## src/hw/pwm_mode_pkg.sv

```systemverilog
// Constants and carrier types for the PWM buffer mode select block
`default_nettype none

package pwm_mode_pkg;

  // ----------------------------------------------------------------
  // Bus geometry
  // ----------------------------------------------------------------
  localparam int ADDR_W = 8;
  localparam int REG_W  = 32;

  // ----------------------------------------------------------------
  // Register offsets
  // ----------------------------------------------------------------
  localparam logic [7:0] OFS_MODE       = 8'h00;
  localparam logic [7:0] OFS_LEN        = 8'h08;
  localparam logic [7:0] OFS_LEN_SH     = 8'h14;
  localparam logic [7:0] OFS_DT_RISE    = 8'h68;
  localparam logic [7:0] OFS_DT_FALL    = 8'h6C;
  localparam logic [7:0] OFS_DT_RISE_SH = 8'h70;
  localparam logic [7:0] OFS_DT_FALL_SH = 8'h74;
  localparam logic [7:0] OFS_ADC_A      = 8'h7C;
  localparam logic [7:0] OFS_ADC_A_SH   = 8'h80;
  localparam logic [7:0] OFS_ADC_B      = 8'h84;
  localparam logic [7:0] OFS_ADC_B_SH   = 8'h88;

  // ----------------------------------------------------------------
  // Mode select field positions and reset values
  // ----------------------------------------------------------------
  localparam int ADCB_LSB  = 23;
  localparam int ADCA_LSB  = 21;
  localparam int LEN_LSB   = 19;
  localparam int DT_BIT    = 18;
  localparam int THR_BIT   = 16;
  localparam int PRE_BIT   = 4;
  localparam int SHAPE_LSB = 1;
  // Writable bits: 28..16, 8, 4..1; all others read zero
  localparam logic [31:0] MODE_WMASK = 32'h1FFF011E;
  localparam logic [31:0] MODE_RESET = 32'h00000000;
  localparam logic [31:0] WORK_RESET = 32'h00000000;

  // ----------------------------------------------------------------
  // Encodings
  // ----------------------------------------------------------------
  localparam logic [2:0] SHAPE_SAW  = 3'h1;
  localparam logic [2:0] SHAPE_TRI3 = 3'h6;
  localparam logic [2:0] SHAPE_TRI4 = 3'h7;
  localparam logic [1:0] XFER_NONE  = 2'h0;
  localparam logic [1:0] XFER_UP    = 2'h1;
  localparam logic [1:0] XFER_DOWN  = 2'h2;
  localparam logic [1:0] XFER_BOTH  = 2'h3;
  localparam logic [1:0] LEN_DIRECT = 2'h0;
  localparam logic [1:0] LEN_SINGLE = 2'h1;

  typedef enum logic [1:0] {
    SHAPE_OTHER,
    SHAPE_SAWTOOTH,
    SHAPE_TRI_DOWN,
    SHAPE_TRI_BOTH
  } count_shape_t;

  // ----------------------------------------------------------------
  // Carriers
  // ----------------------------------------------------------------
  typedef struct packed {
    logic period;
    logic up_end;
    logic down_end;
  } counter_evt_t;

  typedef struct packed {
    logic adc_a;
    logic adc_b;
    logic deadtime;
    logic threshold;
  } buf_en_t;

  typedef struct packed {
    logic [1:0] adc_b_sel;
    logic [1:0] adc_a_sel;
    logic [1:0] len_sel;
    logic       dt_sel;
    logic       thr_sel;
    logic       pre_op;
    logic [2:0] shape;
  } mode_fields_t;

  typedef struct packed {
    logic len;
    logic dt;
    logic adc_a;
    logic adc_b;
  } xfer_t;

endpackage : pwm_mode_pkg

`default_nettype wire

```

## src/hw/shadow_reg.sv

```systemverilog
// Working register with a shadow copy and a transfer strobe
`default_nettype none

module shadow_reg #(
  parameter int W = 16
) (
  input  wire logic         sys_clk,
  input  wire logic         sys_rst,
  input  wire logic         work_wr,
  input  wire logic         shadow_wr,
  input  wire logic [W-1:0] wdata,
  input  wire logic         buffered,
  input  wire logic         xfer,
  output logic      [W-1:0] work_q,
  output logic      [W-1:0] shadow_q
);

  if (W < 1 || W > 32) begin : g_w_check
    $error("shadow_reg: W must lie in 1..32");
  end

  // ----------------------------------------------------------------
  // Shadow copy
  // ----------------------------------------------------------------
  always_ff @(posedge sys_clk) begin
    if (sys_rst) begin
      shadow_q <= W'(pwm_mode_pkg::WORK_RESET);
    end else if (shadow_wr) begin
      shadow_q <= wdata;
    end
  end

  // ----------------------------------------------------------------
  // Working copy
  // ----------------------------------------------------------------
  // A direct software write wins over a transfer in the same cycle,
  // so the latest value software asked for is never overwritten.
  always_ff @(posedge sys_clk) begin
    if (sys_rst) begin
      work_q <= W'(pwm_mode_pkg::WORK_RESET);
    end else if (work_wr) begin
      work_q <= wdata;
    end else if (buffered && xfer) begin
      work_q <= shadow_q;
    end
  end

endmodule // shadow_reg

`default_nettype wire

```

## src/hw/pwm_buffer_mode_select.sv

```systemverilog
// Mode select register and buffer transfer control of one PWM channel
`default_nettype none

// Functional notes
// - Mode select register at offset 0x0, all bits zero after reset.
// - Bits 22..21 pick when ADC timing A shadow moves to working.
// - Sawtooth: 0 never, 1 at period expiry; 2 and 3 forbidden.
// - Triangle 3/4: 0 none, 1 up end, 2 down end, 3 both.
// - ADC timing A moves only if its field and enable bit allow.
// - Bits 24..23 do the same for ADC timing B, own enable.
// - Bits 20..19: 0 direct cycle length, 1 single buffer.
// - Buffered length moves at period end, or down end in triangle.
// - Bit 18 buffers both dead-time registers: 0 direct, 1 single.
// - Dead-time moves only if bit 18 and dead-time/threshold enables allow.
module pwm_buffer_mode_select #(
  parameter int DATA_W = 16
) (
  input  wire logic                              sys_clk,
  input  wire logic                              sys_rst,
  input  wire logic [pwm_mode_pkg::ADDR_W-1:0]   reg_addr,
  input  wire logic [pwm_mode_pkg::REG_W-1:0]    reg_wdata,
  input  wire logic                              reg_wr,
  input  wire logic                              reg_rd,
  output logic      [pwm_mode_pkg::REG_W-1:0]    reg_rdata,
  input  wire logic                              timer_running,
  input  wire pwm_mode_pkg::counter_evt_t        counter_evt,
  input  wire pwm_mode_pkg::buf_en_t             common_buffer_enable,
  output pwm_mode_pkg::mode_fields_t             mode_fields,
  output logic      [DATA_W-1:0]                 cycle_length,
  output logic      [DATA_W-1:0]                 deadtime_rise,
  output logic      [DATA_W-1:0]                 deadtime_fall,
  output logic      [DATA_W-1:0]                 adc_start_timing_a,
  output logic      [DATA_W-1:0]                 adc_start_timing_b,
  output pwm_mode_pkg::xfer_t                    xfer_done
);

  // Checked when elaborated
  if (DATA_W < 1 || DATA_W > 32) begin : g_width_check
    $error("pwm_buffer_mode_select: DATA_W must lie in 1..32");
  end

  // ----------------------------------------------------------------
  // Declarations
  // ----------------------------------------------------------------
  logic [31:0]                 pwm_mode_select_q;
  logic [DATA_W-1:0]           wdata;
  logic [DATA_W-1:0]           len_sh;
  logic [DATA_W-1:0]           dt_rise_sh;
  logic [DATA_W-1:0]           dt_fall_sh;
  logic [DATA_W-1:0]           adc_a_sh;
  logic [DATA_W-1:0]           adc_b_sh;
  logic [1:0]                  adc_timing_a_xfer_sel;
  logic [1:0]                  adc_timing_b_xfer_sel;
  logic [1:0]                  cycle_len_buffer_sel;
  logic                        deadtime_buffer_sel;
  logic [2:0]                  counter_shape_sel;
  pwm_mode_pkg::count_shape_t  shape;
  logic                        ev_period;
  logic                        ev_up;
  logic                        ev_down;
  logic                        len_buffered;
  logic                        adc_a_buffered;
  logic                        adc_b_buffered;
  logic                        len_xfer;
  logic                        dt_xfer;
  logic                        adc_a_xfer;
  logic                        adc_b_xfer;
  pwm_mode_pkg::xfer_t         xfer_done_q;
  logic [31:0]                 rdata_q;

  assign wdata = reg_wdata[DATA_W-1:0];

  // ----------------------------------------------------------------
  // Mode select register
  // ----------------------------------------------------------------
  // Undefined bits never store, so they read zero; reserved bits are
  // stored as written, software is expected to leave them at zero.
  always_ff @(posedge sys_clk) begin
    if (sys_rst) begin
      pwm_mode_select_q <= pwm_mode_pkg::MODE_RESET;
    end else if (reg_wr && reg_addr == pwm_mode_pkg::OFS_MODE) begin
      pwm_mode_select_q <= reg_wdata & pwm_mode_pkg::MODE_WMASK;
    end
  end

  assign adc_timing_b_xfer_sel = pwm_mode_select_q[pwm_mode_pkg::ADCB_LSB +: 2];
  assign adc_timing_a_xfer_sel = pwm_mode_select_q[pwm_mode_pkg::ADCA_LSB +: 2];
  assign cycle_len_buffer_sel  = pwm_mode_select_q[pwm_mode_pkg::LEN_LSB +: 2];
  assign deadtime_buffer_sel   = pwm_mode_select_q[pwm_mode_pkg::DT_BIT];
  assign counter_shape_sel     = pwm_mode_select_q[pwm_mode_pkg::SHAPE_LSB +: 3];

  assign mode_fields.adc_b_sel = adc_timing_b_xfer_sel;
  assign mode_fields.adc_a_sel = adc_timing_a_xfer_sel;
  assign mode_fields.len_sel   = cycle_len_buffer_sel;
  assign mode_fields.dt_sel    = deadtime_buffer_sel;
  assign mode_fields.thr_sel   = pwm_mode_select_q[pwm_mode_pkg::THR_BIT];
  assign mode_fields.pre_op    = pwm_mode_select_q[pwm_mode_pkg::PRE_BIT];
  assign mode_fields.shape     = counter_shape_sel;

  // ----------------------------------------------------------------
  // Counter shape and events
  // ----------------------------------------------------------------
  // A prohibited shape code disables every transfer rather than
  // guessing which counting direction was meant.
  always_comb begin
    unique case (counter_shape_sel)
      pwm_mode_pkg::SHAPE_SAW: begin
        shape = pwm_mode_pkg::SHAPE_SAWTOOTH;
      end
      pwm_mode_pkg::SHAPE_TRI3: begin
        shape = pwm_mode_pkg::SHAPE_TRI_DOWN;
      end
      pwm_mode_pkg::SHAPE_TRI4: begin
        shape = pwm_mode_pkg::SHAPE_TRI_BOTH;
      end
      default: begin
        shape = pwm_mode_pkg::SHAPE_OTHER;
      end
    endcase
  end

  // Transfers happen only while the timer runs
  assign ev_period = timer_running && counter_evt.period
                     && shape == pwm_mode_pkg::SHAPE_SAWTOOTH;
  assign ev_up     = timer_running && counter_evt.up_end
                     && (shape == pwm_mode_pkg::SHAPE_TRI_DOWN
                         || shape == pwm_mode_pkg::SHAPE_TRI_BOTH);
  assign ev_down   = timer_running && counter_evt.down_end
                     && (shape == pwm_mode_pkg::SHAPE_TRI_DOWN
                         || shape == pwm_mode_pkg::SHAPE_TRI_BOTH);

  // Moment selected by an ADC timing transfer field
  // Sawtooth has no up or down events,
  // so codes 2 and 3 never fire there.
  function automatic logic adc_moment(
    input logic [1:0] sel,
    input logic       period,
    input logic       up,
    input logic       down
  );
    logic hit;
    hit = 1'b0;
    unique case (sel)
      pwm_mode_pkg::XFER_NONE: begin
        hit = 1'b0;
      end
      pwm_mode_pkg::XFER_UP: begin
        hit = period || up;
      end
      pwm_mode_pkg::XFER_DOWN: begin
        hit = down;
      end
      pwm_mode_pkg::XFER_BOTH: begin
        hit = up || down;
      end
    endcase
    return hit;
  endfunction

  // ----------------------------------------------------------------
  // Transfer decisions
  // ----------------------------------------------------------------
  assign len_buffered   = cycle_len_buffer_sel == pwm_mode_pkg::LEN_SINGLE;
  assign adc_a_buffered = adc_timing_a_xfer_sel != pwm_mode_pkg::XFER_NONE;
  assign adc_b_buffered = adc_timing_b_xfer_sel != pwm_mode_pkg::XFER_NONE;

  // Length codes 2 and 3 are prohibited:
  // they leave the length unbuffered and
  // software writes go straight through.
  assign len_xfer = len_buffered && (ev_period || ev_down);

  // Dead-time follows the counter's own transfer points: down end
  // for triangle mode 3, both ends for triangle mode 4.
  assign dt_xfer = deadtime_buffer_sel
                   && common_buffer_enable.deadtime
                   && common_buffer_enable.threshold
                   && (ev_period || ev_down
                       || (ev_up && shape == pwm_mode_pkg::SHAPE_TRI_BOTH));

  assign adc_a_xfer = common_buffer_enable.adc_a
                      && adc_moment(adc_timing_a_xfer_sel,
                                    ev_period, ev_up, ev_down);
  assign adc_b_xfer = common_buffer_enable.adc_b
                      && adc_moment(adc_timing_b_xfer_sel,
                                    ev_period, ev_up, ev_down);

  // ----------------------------------------------------------------
  // Working and shadow registers
  // ----------------------------------------------------------------
  shadow_reg #(
    .W (DATA_W)
  ) u_len (
    .sys_clk   (sys_clk),
    .sys_rst   (sys_rst),
    .work_wr   (reg_wr && reg_addr == pwm_mode_pkg::OFS_LEN),
    .shadow_wr (reg_wr && reg_addr == pwm_mode_pkg::OFS_LEN_SH),
    .wdata     (wdata),
    .buffered  (len_buffered),
    .xfer      (len_xfer),
    .work_q    (cycle_length),
    .shadow_q  (len_sh)
  );

  shadow_reg #(
    .W (DATA_W)
  ) u_dt_rise (
    .sys_clk   (sys_clk),
    .sys_rst   (sys_rst),
    .work_wr   (reg_wr && reg_addr == pwm_mode_pkg::OFS_DT_RISE),
    .shadow_wr (reg_wr && reg_addr == pwm_mode_pkg::OFS_DT_RISE_SH),
    .wdata     (wdata),
    .buffered  (deadtime_buffer_sel),
    .xfer      (dt_xfer),
    .work_q    (deadtime_rise),
    .shadow_q  (dt_rise_sh)
  );

  shadow_reg #(
    .W (DATA_W)
  ) u_dt_fall (
    .sys_clk   (sys_clk),
    .sys_rst   (sys_rst),
    .work_wr   (reg_wr && reg_addr == pwm_mode_pkg::OFS_DT_FALL),
    .shadow_wr (reg_wr && reg_addr == pwm_mode_pkg::OFS_DT_FALL_SH),
    .wdata     (wdata),
    .buffered  (deadtime_buffer_sel),
    .xfer      (dt_xfer),
    .work_q    (deadtime_fall),
    .shadow_q  (dt_fall_sh)
  );

  shadow_reg #(
    .W (DATA_W)
  ) u_adc_a (
    .sys_clk   (sys_clk),
    .sys_rst   (sys_rst),
    .work_wr   (reg_wr && reg_addr == pwm_mode_pkg::OFS_ADC_A),
    .shadow_wr (reg_wr && reg_addr == pwm_mode_pkg::OFS_ADC_A_SH),
    .wdata     (wdata),
    .buffered  (adc_a_buffered),
    .xfer      (adc_a_xfer),
    .work_q    (adc_start_timing_a),
    .shadow_q  (adc_a_sh)
  );

  shadow_reg #(
    .W (DATA_W)
  ) u_adc_b (
    .sys_clk   (sys_clk),
    .sys_rst   (sys_rst),
    .work_wr   (reg_wr && reg_addr == pwm_mode_pkg::OFS_ADC_B),
    .shadow_wr (reg_wr && reg_addr == pwm_mode_pkg::OFS_ADC_B_SH),
    .wdata     (wdata),
    .buffered  (adc_b_buffered),
    .xfer      (adc_b_xfer),
    .work_q    (adc_start_timing_b),
    .shadow_q  (adc_b_sh)
  );

  // ----------------------------------------------------------------
  // Transfer report
  // ----------------------------------------------------------------
  // Pulses in the cycle the working register shows the moved value;
  // a transfer lost to a same-cycle software write is not reported.
  always_ff @(posedge sys_clk) begin
    if (sys_rst) begin
      xfer_done_q <= '0;
    end else begin
      xfer_done_q.len   <= len_xfer
                           && !(reg_wr && reg_addr == pwm_mode_pkg::OFS_LEN);
      xfer_done_q.dt    <= dt_xfer
                           && !(reg_wr && reg_addr == pwm_mode_pkg::OFS_DT_RISE)
                           && !(reg_wr && reg_addr == pwm_mode_pkg::OFS_DT_FALL);
      xfer_done_q.adc_a <= adc_a_xfer
                           && !(reg_wr && reg_addr == pwm_mode_pkg::OFS_ADC_A);
      xfer_done_q.adc_b <= adc_b_xfer
                           && !(reg_wr && reg_addr == pwm_mode_pkg::OFS_ADC_B);
    end
  end

  assign xfer_done = xfer_done_q;

  // ----------------------------------------------------------------
  // Read data
  // ----------------------------------------------------------------
  // Data stand only in the cycle after the read strobe; unmapped
  // offsets and idle cycles read zero.
  always_ff @(posedge sys_clk) begin
    if (sys_rst) begin
      rdata_q <= 32'h00000000;
    end else if (reg_rd) begin
      unique case (reg_addr)
        pwm_mode_pkg::OFS_MODE: begin
          rdata_q <= pwm_mode_select_q;
        end
        pwm_mode_pkg::OFS_LEN: begin
          rdata_q <= 32'(cycle_length);
        end
        pwm_mode_pkg::OFS_LEN_SH: begin
          rdata_q <= 32'(len_sh);
        end
        pwm_mode_pkg::OFS_DT_RISE: begin
          rdata_q <= 32'(deadtime_rise);
        end
        pwm_mode_pkg::OFS_DT_FALL: begin
          rdata_q <= 32'(deadtime_fall);
        end
        pwm_mode_pkg::OFS_DT_RISE_SH: begin
          rdata_q <= 32'(dt_rise_sh);
        end
        pwm_mode_pkg::OFS_DT_FALL_SH: begin
          rdata_q <= 32'(dt_fall_sh);
        end
        pwm_mode_pkg::OFS_ADC_A: begin
          rdata_q <= 32'(adc_start_timing_a);
        end
        pwm_mode_pkg::OFS_ADC_A_SH: begin
          rdata_q <= 32'(adc_a_sh);
        end
        pwm_mode_pkg::OFS_ADC_B: begin
          rdata_q <= 32'(adc_start_timing_b);
        end
        pwm_mode_pkg::OFS_ADC_B_SH: begin
          rdata_q <= 32'(adc_b_sh);
        end
        default: begin
          rdata_q <= 32'h00000000;
        end
      endcase
    end else begin
      rdata_q <= 32'h00000000;
    end
  end

  assign reg_rdata = rdata_q;

endmodule // pwm_buffer_mode_select

`default_nettype wire

```

## config.mk

```make
export PLATFORM = sky130hd
export DESIGN_NAME = pwm_buffer_mode_select
export DESIGN_NICKNAME = d
export VERILOG_FILES = /design/src/hw/pwm_mode_pkg.sv /design/src/hw/shadow_reg.sv /design/src/hw/pwm_buffer_mode_select.sv
export SDC_FILE = /design/constraint.sdc
export NUM_CORES = 1
export LEC_CHECK = 0
export ABC_AREA = 1
export CAP_MARGIN = 25
export CORE_MARGIN = 1
export CORE_UTILIZATION = 59
export DETAILED_ROUTE_END_ITERATION = 6
export DONT_BUFFER_PORTS = 1
export PLACE_DENSITY = 0.75
export REMOVE_ABC_BUFFERS = 1
export SYNTH_ARGS = -nofsm -noshare
export SYNTH_HDL_FRONTEND = slang
export SYNTH_HIERARCHICAL = 1
export SYNTH_SLANG_ARGS = --single-unit
```

## constraint.sdc

```tcl
create_clock -name sys_clk -period 2.6 [get_ports sys_clk]
set_input_delay 0.78 -clock sys_clk [delete_from_list [all_inputs] [get_ports sys_clk]]
set_output_delay 0.78 -clock sys_clk [all_outputs]
set_load 0.01 [all_outputs]
```

==> results of run 1 <==
## cells in the final DEF, fill, tap and decap left out, types with 7 or more instances in the layout
master / instances
nand2_1: 447
nor2_1: 386
nand3_1: 262
dfxtp_1: 211
inv_1: 149
o21ai_0: 88
buf_4: 32
clkbuf_16: 23
a21oi_1: 15
nor3_1: 13
o21ai_1: 12
nand2_2: 10
clkbuf_8: 8
nor2_4: 7
clkinv_2: 7
## routing by layer
layer	routed length [µm]	vias to the layer above	global-route usage, %	part of all wire [%]
met4	1530	0	16.3	4.5
met5	0	-	0	0
met3	3690	94	6.84	11
li1	-	5280	-	-
met2	15600	569	55.1	46
met1	13400	4918	46.0	39
## synth_stat cells, types with 4 or more instances
library cell	number	area share [%]
buf_6	38	3.9
dfxtp_1	211	38
clkbuf_1	14	0.47
nor2_4	4	0.41
clkbuf_2	5	0.23
nor3_1	13	0.59
nand2_1	447	15
a21oi_4	5	0.73
nand3_1	262	12
buf_4	29	2.0
a21oi_1	15	0.68
o21ai_0	88	4.0
o21ai_1	12	0.54
nand2_2	10	0.57
inv_2	6	0.20
buf_2	29	1.3
inv_1	149	5.1
nor2_1	386	13
## cells by family after synthesis
| logic type | synth area share, % |
|---|---|
| compound gates | 6.14 |
| buf+inv | 13.3 |
| flops | 38.2 |
| other cells | 0.0339 |
| simple gates | 42.4 |
## area by class of cell
| cell class | instances | area share (%) |
|---|---|---|
| sequential | 211 | 36.3 |
| clock buffer | 31 | 5.90 |
| inverter | 159 | 5.20 |
| tap | 229 | 2.47 |
| multi-input combinational | 1256 | 46.5 |
| timing repair buffer | 34 | 2.41 |
| clock inverter | 11 | 1.15 |
## how the worst max path moves through the flow
stage                                       from                          endpoint  slack (ns)  depth (start not counted)
2_1_floorplan                        reg_addr[0]      u_len/work_q[0]$_SDFFE_PP0P_       -0.98                         10
3_3_place_gp                         reg_addr[0]  u_dt_fall/work_q[5]$_SDFFE_PP0P_        0.30                         11
4_1_cts        pwm_mode_select_q[3]$_SDFFE_PP0P_  u_dt_rise/work_q[7]$_SDFFE_PP0P_        0.52                         10
5_1_grt        pwm_mode_select_q[3]$_SDFFE_PP0P_  u_dt_rise/work_q[3]$_SDFFE_PP0P_        0.25                         10
3_5_place_dp                         reg_addr[0]  u_dt_fall/work_q[5]$_SDFFE_PP0P_        0.27                         11
6_report       pwm_mode_select_q[3]$_SDFFE_PP0P_  u_dt_fall/work_q[5]$_SDFFE_PP0P_        0.49                         10
## worst register-to-register path: cells and delay by family, from the launching register on
kind	cells	cell delay (ns)
AO/OA/AOI/OAI	1	0.27
buffers and inverters	2	0.30
flip-flops	1	0.48
AND/OR/NAND/NOR	7	1.00
## metrics by stage
stage	power, mW	setup WS (ns)	utilization [%]
after floorplan	3.42	-0.985	-
after global placement	3.49	0.295	59.5
final	6.93	0.491	64.0
after global routing	7.11	0.251	64.0
after detailed placement	3.50	0.274	59.5
after CTS	6.96	0.516	64.0
## power by group through the flow
stage                     Sequential [mW]  Clock [mW]  Combinational (mW)
final                                3.25        3.49               0.185
after global routing                 3.24        3.66               0.198
after CTS                            3.25        3.53               0.181
after detailed placement             3.32           0               0.180
after global placement               3.32           0               0.177
after floorplan                      3.32           0               0.108
==> impl_metrics.csv, run 1 <==
group,metric,value,unit
global_route,first_global_vias,9720,
floorplan,pin_count,180,
route,drt_wl_total,34.2,mm
place,hpwlAfterDp,22.0,mm
synthesis,avgSynthCellArea,6.36,µm²
setup_path,max_stage_delay,0.48,ns
synthesis,yosysWarnings,6,
setup_path,crit_type,"reg2reg",
clocking,cts_tree,"done",
floorplan,initial_core_util,61.0,%
power_and_ir_drop,clkPwrFrac,50.5,%
synthesis,ys_seq_area_share,38.2,%
power_and_ir_drop,p_sw_share,21.7,%
power_and_ir_drop,power.switching,1.50,mW
global_route,grt_use_total,34.9,%
synthesis,synthDistinctLibCells,27,
timing,rsz0062_at_grt,"no",
power_and_ir_drop,ir_drop,0.502,mV
flow_run,maxCapViolCount,0,
clocking,root_buffer,"clkbuf_16",
synthesis,syn_area,11100,µm²
min_path,min_path_cells,1,
global_route,antenna_found_initial,0,
clocking,cts_resized,0,
setup_path,cp_slowest_cell,"dfxtp_1",
min_path,min_to,"xfer_done[3]$_SDFF_PP0_",
clocking,clockBufferDepth,3,
timing,max_slew.worst_pin.slew,0.761,ns
finish,multi_input_comb_area,5410,µm²
finish,num_antenna_cells,0,
finish,fill_cells,1723,
floorplan,die_w,139,µm
power_and_ir_drop,seqPwrFrac,46.9,%
route,detail_route.wl_per_cell,17.7,µm
finish,drive_above_1_share,6.52,%
route,ant_nets,0,
timing,fmax,0.474,GHz
clocking,clock_latency,0.52,ns
setup_path,crit_buf_inv,2,
place,dp.cells,1889,
clocking,cts_made_buffers,23,
setup_path,r2r_start,"pwm_mode_select_q[3]$_SDFFE_PP0P_",
place,io_buffer_count,0,
route,drt_iter0_markers,1109,
timing,finalSetupTns,0,ns
timing,fin_hold_ws,0.339,ns
min_path,min-delay-start,"sys_rst",
setup_path,cp-end-kind,"flip-flop",
setup_path,worst_setup_path_start_kind,"flip-flop",
power_and_ir_drop,combPwrFrac,2.7,%
setup_path,crit_arrival,2.56,ns
route,post_drt_via_cell_ratio,5.62,
outcome,violations,"DRC",
clocking,cts-htree-levels,1,
finish,design_area,11600,µm²
finish,area_growth,5.00,%
synthesis,ys.flop_type,"dfxtp_1",
setup_path,r2r_cells,10,
min_path,hold_path_class,"in2reg",
synthesis,ys_async_sr_fraction,0,%
setup_path,ff2ff_setup_slack,0.49,ns
synthesis,syn_inst,1739,
timing,fin_skew,0.0167,ns
setup_path,worstPathRequired,3.05,ns
setup_path,path_cells,"nand2_1, inv_1, nand3_1, o211ai_1, nand2_1, inv_1, nand2_2, nand3_1, nand2_1, nor2_1",
timing,finalSetupViolations,0,
clocking,clkTransAtPathRegs,0.06,ns
power_and_ir_drop,powerDensity,596,nW/µm²
finish,largest_register_ffs,29,
finish,nNetsFinal,1737,
route,vias,10861,
setup_path,reg2reg_to,"u_dt_fall/work_q[5]$_SDFFE_PP0P_",
global_route,grt_first_pass_wirelength,53.2,mm
floorplan,row_count,49,
power_and_ir_drop,p_leak,6.05,nW
clocking,ctsHoldBuffers,0,
power_and_ir_drop,p_int,5.42,mW
timing,finalHoldViolCount,0,
synthesis,synth-edff-count,0,
clocking,post-cts-setup-buffer-count,0,
setup_path,worstPathMaxFanout,16,
global_route,grt_max_degree,50,
outcome,status,"complete, but fails checks",
floorplan,die_area,19300,µm²
timing,report.final.slew_viol_count,0,
timing,layout_min_cycle_time,2.11,ns
setup_path,crit_top_cell,"nand2_1",
route,drc_errors,7,
floorplan,fp.coreArea,18100,µm²
place,dpl_cell_area,10800,µm²
finish,seqCellArea,4220,µm²
global_route,grt.overflow.total,0,
finish,stdcell_count,1931,
place,gp_congestion,0.910,
timing,relSlewSlack,49.2,%
timing,fin_crit_sh,81.1,%
route,dr.pass1.iters,7,
floorplan,fp.dieH,139,µm
clocking,clock_sinks,211,
synthesis,synth_seq_cells,211,
setup_path,cp_top_family,"simple AND/OR/NAND/NOR gates",
No activity file was read; power rests on OpenSTA's default activity.
==> run 2, diff against run 1 <==
--- a/config.mk
+++ b/config.mk
@@ -8,10 +8,10 @@
 export ABC_AREA = 1
 export CAP_MARGIN = 25
 export CORE_MARGIN = 1
-export CORE_UTILIZATION = 59
+export CORE_UTILIZATION = 58
 export DETAILED_ROUTE_END_ITERATION = 6
 export DONT_BUFFER_PORTS = 1
-export PLACE_DENSITY = 0.75
+export PLACE_DENSITY = 0.76
 export REMOVE_ABC_BUFFERS = 1
 export SYNTH_ARGS = -nofsm -noshare
 export SYNTH_HDL_FRONTEND = slang
==> constraint.sdc (replaced) <==
create_clock -name sys_clk -period 1.8 [get_ports sys_clk]
set_input_delay 0.54 -clock sys_clk [delete_from_list [all_inputs] [get_ports sys_clk]]
set_output_delay 0.54 -clock sys_clk [all_outputs]
set_load 0.01 [all_outputs]
==> run 2 against run 1 <==
The run now ends clean. Final cell count rose by 3.1%. Clock power rose by 38%. Worst setup slack got worse by 0.44 ns. Critical path type unchanged. Critical endpoint is now u_dt_rise/work_q[10]$_SDFFE_PP0P_. Largest power group unchanged.
==> impl_metrics.csv, run 2 (synthesized netlist as in run 1, its figures left out) <==
group,metric,value,unit
route,post_drt_via_cell_ratio,5.61,
setup_path,max_stage_delay,0.36,ns
global_route,antenna_found_initial,0,
finish,area_growth,11.1,%
clocking,root_buffer,"clkbuf_16",
route,drt_iter0_markers,1157,
setup_path,crit_type,"reg2reg",
global_route,grt_first_pass_wirelength,53.8,mm
setup_path,path_cells,"nand2_1, inv_2, nand3_2, o211ai_1, nand2_1, inv_2, buf_4, a21oi_4, buf_12, nor2_1, nor2_1",
route,drt_wl_total,34.7,mm
timing,relSlewSlack,44.2,%
setup_path,r2r_cells,11,
setup_path,worst_setup_path_start_kind,"flip-flop",
outcome,status,"finished, final reports clean",
setup_path,cp_slowest_cell,"dfxtp_2",
route,vias,11171,
flow_run,maxCapViolCount,0,
timing,rsz0062_at_grt,"no",
setup_path,worstPathRequired,2.20,ns
place,io_buffer_count,0,
route,dr.pass1.iters,5,
clocking,clock_latency,0.51,ns
timing,finalSetupViolations,0,
place,gp_congestion,0.936,
global_route,grt_use_total,34.7,%
power_and_ir_drop,p_leak,6.42,nW
global_route,grt_max_degree,36,
clocking,clockBufferDepth,3,
setup_path,cp-end-kind,"flip-flop",
finish,nNetsFinal,1794,
finish,drive_above_1_share,9.96,%
clocking,clkTransAtPathRegs,0.06,ns
power_and_ir_drop,ir_drop,0.793,mV
global_route,first_global_vias,10040,
timing,fin_crit_sh,96.9,%
clocking,clock_sinks,211,
place,hpwlAfterDp,22.9,mm
finish,final_common_cell,"nand2_1",
route,ant_nets,0,
timing,finalSetupTns,0,ns
clocking,cts-htree-levels,1,
global_route,grt.overflow.total,0,
clocking,cts_made_buffers,23,
floorplan,row_count,50,
setup_path,worstPathMaxFanout,15,
clocking,ctsHoldBuffers,0,
timing,finalHoldViolCount,0,
timing,report.final.slew_viol_count,0,
power_and_ir_drop,powerDensity,796,nW/µm²
setup_path,crit_arrival,2.15,ns
floorplan,fp.coreArea,18700,µm²
timing,layout_min_cycle_time,1.74,ns
finish,largest_register_ffs,29,
floorplan,die_w,140,µm
finish,fill_cells,1686,
floorplan,fp.dieH,140,µm
floorplan,initial_core_util,59.2,%
floorplan,pin_count,180,
min_path,min_path_cells,1,
min_path,hold_path_class,"in2reg",
timing,max_slew.worst_pin.slew,0.832,ns
timing,fmax,0.573,GHz
timing,fin_skew,0.00736,ns
route,detail_route.wl_per_cell,17.4,µm
floorplan,die_area,19600,µm²
route,drc_errors,0,
clocking,cts_tree,"done",
power_and_ir_drop,power,9.80,mW
finish,final_cell_mix,"nand2_1, nor2_1, nand3_1",
finish,num_antenna_cells,0,
[run 2: cell types whose count changed in the layout (fill, tap and decap cells not counted), sizes merged]
cell	delta
inv	-1
buf	+57
clkbuf	+2
bufinv	-1
clkinv	-2
[run 2: area by class of cell]
type	count	area (µm²)	share of cell area (%)
clock buffer	33	673	5.47
inverter	159	604	4.91
multi-input combinational	1256	5460	44.4
sequential	211	4230	34.4
clock inverter	7	85.1	0.692
tap	234	293	2.38
timing repair buffer	91	958	7.79
[run 2: power breakdown]
group / internal [mW] / total (mW) / leakage (nW) / switching [mW]
clock: 2.87 / 4.80 / 0.379 / 1.93
sequential: 4.68 / 4.69 / 1.70 / 0.0104
combinational: 0.0960 / 0.310 / 4.34 / 0.214
[run 2: repair_timing]
item                                   CTS  global route
pin swaps                                0             5
endpoints found under the hold margin    0             0
gates resized for setup                  5            13
setup endpoints to repair               38            64
buffers inserted                         0             1
[run 2: path summary, 6_finish.rpt]
kind,start,end,slack [ns]
worst min register to register,pwm_mode_select_q[28]$_SDFFE_PP0P_,reg_rdata[28]$_SDFF_PP0_,0.45
worst max-delay path,pwm_mode_select_q[2]$_SDFFE_PP0P_,u_dt_rise/work_q[10]$_SDFFE_PP0P_,0.06
worst max register to register,pwm_mode_select_q[2]$_SDFFE_PP0P_,u_dt_rise/work_q[10]$_SDFFE_PP0P_,0.06
worst min-delay path,sys_rst,xfer_done[3]$_SDFF_PP0_,0.11
[run 2: layer usage]
metal | global-route usage, % | vias to the layer above | routed length (µm)
met1 | 43.6 | 5066 | 13500
met2 | 56.8 | 594 | 15900
met3 | 8.65 | 94 | 4140
met4 | 14.5 | 0 | 1270
met5 | 0 | - | 0
li1 | - | 5417 | -
[run 2: worst max-delay path, delay by kind of cell, from the launching register on]
| kind | cells | cell delay [ns] |
|---|---|---|
| flops | 1 | 0.36 |
| compound gates | 2 | 0.32 |
| simple gates | 5 | 0.45 |
| buf+inv | 4 | 0.48 |
[run 2: through the flow]
stage	hold slack, ns	util (%)	setup slack (ns)	instance area [µm²]	cells
global placement	0.428	61.3	-0.102	11500	1950
finish	0.109	65.8	0.0554	12300	1991
CTS	0.102	65.5	0.0161	12200	1990
floorplan	0.422	-	-1.54	10200	1626
detailed placement	0.436	61.3	-0.141	11500	1950
global route	0.0973	65.8	0.00206	12300	1991
==> run 3, diff against run 2 <==
--- a/config.mk
+++ b/config.mk
@@ -7,11 +7,11 @@
 export LEC_CHECK = 0
 export ABC_AREA = 1
 export CAP_MARGIN = 25
-export CORE_MARGIN = 1
+export CORE_MARGIN = 4
 export CORE_UTILIZATION = 58
 export DETAILED_ROUTE_END_ITERATION = 6
 export DONT_BUFFER_PORTS = 1
-export PLACE_DENSITY = 0.76
+export PLACE_DENSITY_LB_ADDON = 0.08
 export REMOVE_ABC_BUFFERS = 1
 export SYNTH_ARGS = -nofsm -noshare
 export SYNTH_HDL_FRONTEND = slang
==> run 3 against run 2 <==
Design area down 0.58%. Via count is 2.5% lower. Combinational power down 3%. Final cell count shrank 0.10%. Power fell by 0.50%. Sequential share of layout area is 0.20 points higher. Worst setup slack better by 0.0038 ns. Non-clock buffer count decreased by 2. Die area grew 8.7%. Clock skew increased by 0.019 ns. Sequential power barely moved.
==> impl_metrics.csv, run 3 (synthesized netlist as in run 1, its figures left out) <==
group,metric,value,unit
finish,area_growth,10.5,%
global_route,antenna_found_initial,0,
route,vias,10890,
finish,final_common_cell,"nand2_1",
timing,fin_skew,0.0263,ns
setup_path,worstPathMaxFanout,16,
clocking,clockBufferDepth,3,
power_and_ir_drop,ir_drop,0.775,mV
route,dr.pass1.iters,5,
setup_path,worst_setup_path_start_kind,"flip-flop",
route,ant_nets,0,
global_route,grt.overflow.total,0,
floorplan,die_w,146,µm
place,dpl_cell_area,11400,µm²
flow_run,maxCapViolCount,0,
global_route,first_global_vias,9754,
power_and_ir_drop,p_leak,6.38,nW
global_route,grt_max_degree,45,
timing,relSlewSlack,59.9,%
finish,nNetsFinal,1792,
route,top_layer,"met4",
floorplan,die_area,21400,µm²
route,drt_iter0_markers,1217,
timing,finalSetupViolations,0,
floorplan,fp.dieH,146,µm
global_route,grt_use_total,31.4,%
place,io_buffer_count,0,
clocking,clkTransAtPathRegs,0.06,ns
min_path,hold_path_class,"in2reg",
clocking,clock_latency,0.54,ns
finish,drive_above_1_share,9.63,%
timing,fin_crit_sh,96.7,%
floorplan,row_count,50,
finish,largest_register_ffs,29,
route,drt_wl_total,34.9,mm
global_route,grt_first_pass_wirelength,54.3,mm
finish,num_antenna_cells,0,
route,wl_met2,16.3,mm
timing,fmax,0.574,GHz
finish,design_area,12200,µm²
setup_path,worstPathRequired,2.21,ns
route,wl_met1,13.9,mm
route,drc_errors,0,
setup_path,crit_type,"reg2reg",
clocking,cts_tree,"done",
clocking,clock_sinks,211,
power_and_ir_drop,powerDensity,797,nW/µm²
timing,fin_hold_ws,0.108,ns
finish,final_cell_mix,"nand2_1, nor2_1, nand3_1",
timing,max_slew.worst_pin.slew,0.601,ns
route,detail_route.wl_per_cell,17.5,µm
place,hpwlAfterDp,23.4,mm
clocking,root_buffer,"clkbuf_16",
floorplan,fp.coreArea,18800,µm²
timing,layout_min_cycle_time,1.74,ns
clocking,cts_made_buffers,23,
clocking,ctsHoldBuffers,0,
finish,fin_util,65.2,%
setup_path,cp-end-kind,"flip-flop",
timing,finalHoldViolCount,0,
outcome,status,"finished, final reports clean",
floorplan,initial_core_util,59.0,%
floorplan,pin_count,180,
setup_path,crit_arrival,2.15,ns
place,gp_congestion,0.887,
clocking,cts-htree-levels,1,
route,post_drt_via_cell_ratio,5.48,
timing,report.final.slew_viol_count,0,
route,route.met3.wl,3.88,mm
[run 3: cell count changes in the layout (fill, tap and decap cells not counted), sizes merged]
cell | before | now
buf | 91 | 89
clkbuf | 33 | 37
clkinv | 6 | 2
bufinv | 2 | 1
inv | 158 | 159
[run 3: worst paths after layout]
check / cells after the start / slack, ns / start / endpoint
setup / recovery: 11 / 0.06 / pwm_mode_select_q[3]$_SDFFE_PP0P_ / u_dt_fall/work_q[2]$_SDFFE_PP0P_
hold reg to reg: 2 / 0.45 / pwm_mode_select_q[26]$_SDFFE_PP0P_ / reg_rdata[26]$_SDFF_PP0_
setup reg to reg: 11 / 0.06 / pwm_mode_select_q[3]$_SDFFE_PP0P_ / u_dt_fall/work_q[2]$_SDFFE_PP0P_
hold / removal: 1 / 0.11 / sys_rst / xfer_done[3]$_SDFF_PP0_
[run 3: critical path, stage by stage (launching register included)]
cell	delay (ns)
dfxtp_2	0.37
nand2_1	0.07
inv_1	0.08
nand3_2	0.10
o211ai_1	0.24
nand2_1	0.15
inv_4	0.13
buf_4	0.13
a21oi_4	0.05
buf_12	0.15
nor2_1	0.12
nor2_1	0.06
[run 3: where the power goes]
group | total (mW) | switching, mW | internal (mW)
registers | 4.69 | 0.0104 | 4.68
logic | 0.302 | 0.212 | 0.0903
clock network | 4.76 | 1.94 | 2.82
[run 3: timing repair]
action | 4_1_cts | 5_1_grt
pin swaps | 1 | 6
resized for setup | 4 | 13
buffers inserted | 0 | 1
endpoints found under the setup margin | 34 | 61
[run 3: cell type report]
type,instances,area [µm²]
fill,1806,6540
clock inverter,3,43.8
clock buffer,37,708
timing repair buffer,89,893
multi-input combinational,1256,5460
inverter,159,609
sequential,211,4230
tap,234,293
[run 3: metal layers]
metal | up-vias | track usage [%]
met3 | 54 | 6.80
met2 | 499 | 51.4
met5 | - | 0
met4 | 0 | 8.04
li1 | 5399 | -
met1 | 4938 | 42.2
[run 3: stage by stage]
| step | instances | total power [mW] | worst slack (ns) | setup TNS, ns |
|---|---|---|---|---|
| 2_1_floorplan | 1626 | 4.95 | -1.54 | -172.92 |
| 3_3_place_gp | 1948 | 5.09 | -0.0958 | -5.23 |
| 3_5_place_dp | 1948 | 5.09 | -0.113 | -7.39 |
| 4_1_cts | 1988 | 9.76 | 0.00230 | 0 |
| 5_1_grt | 1989 | 10.0 | -0.0374 | -0.0552 |
| 6_report | 1989 | 9.75 | 0.0592 | 0 |
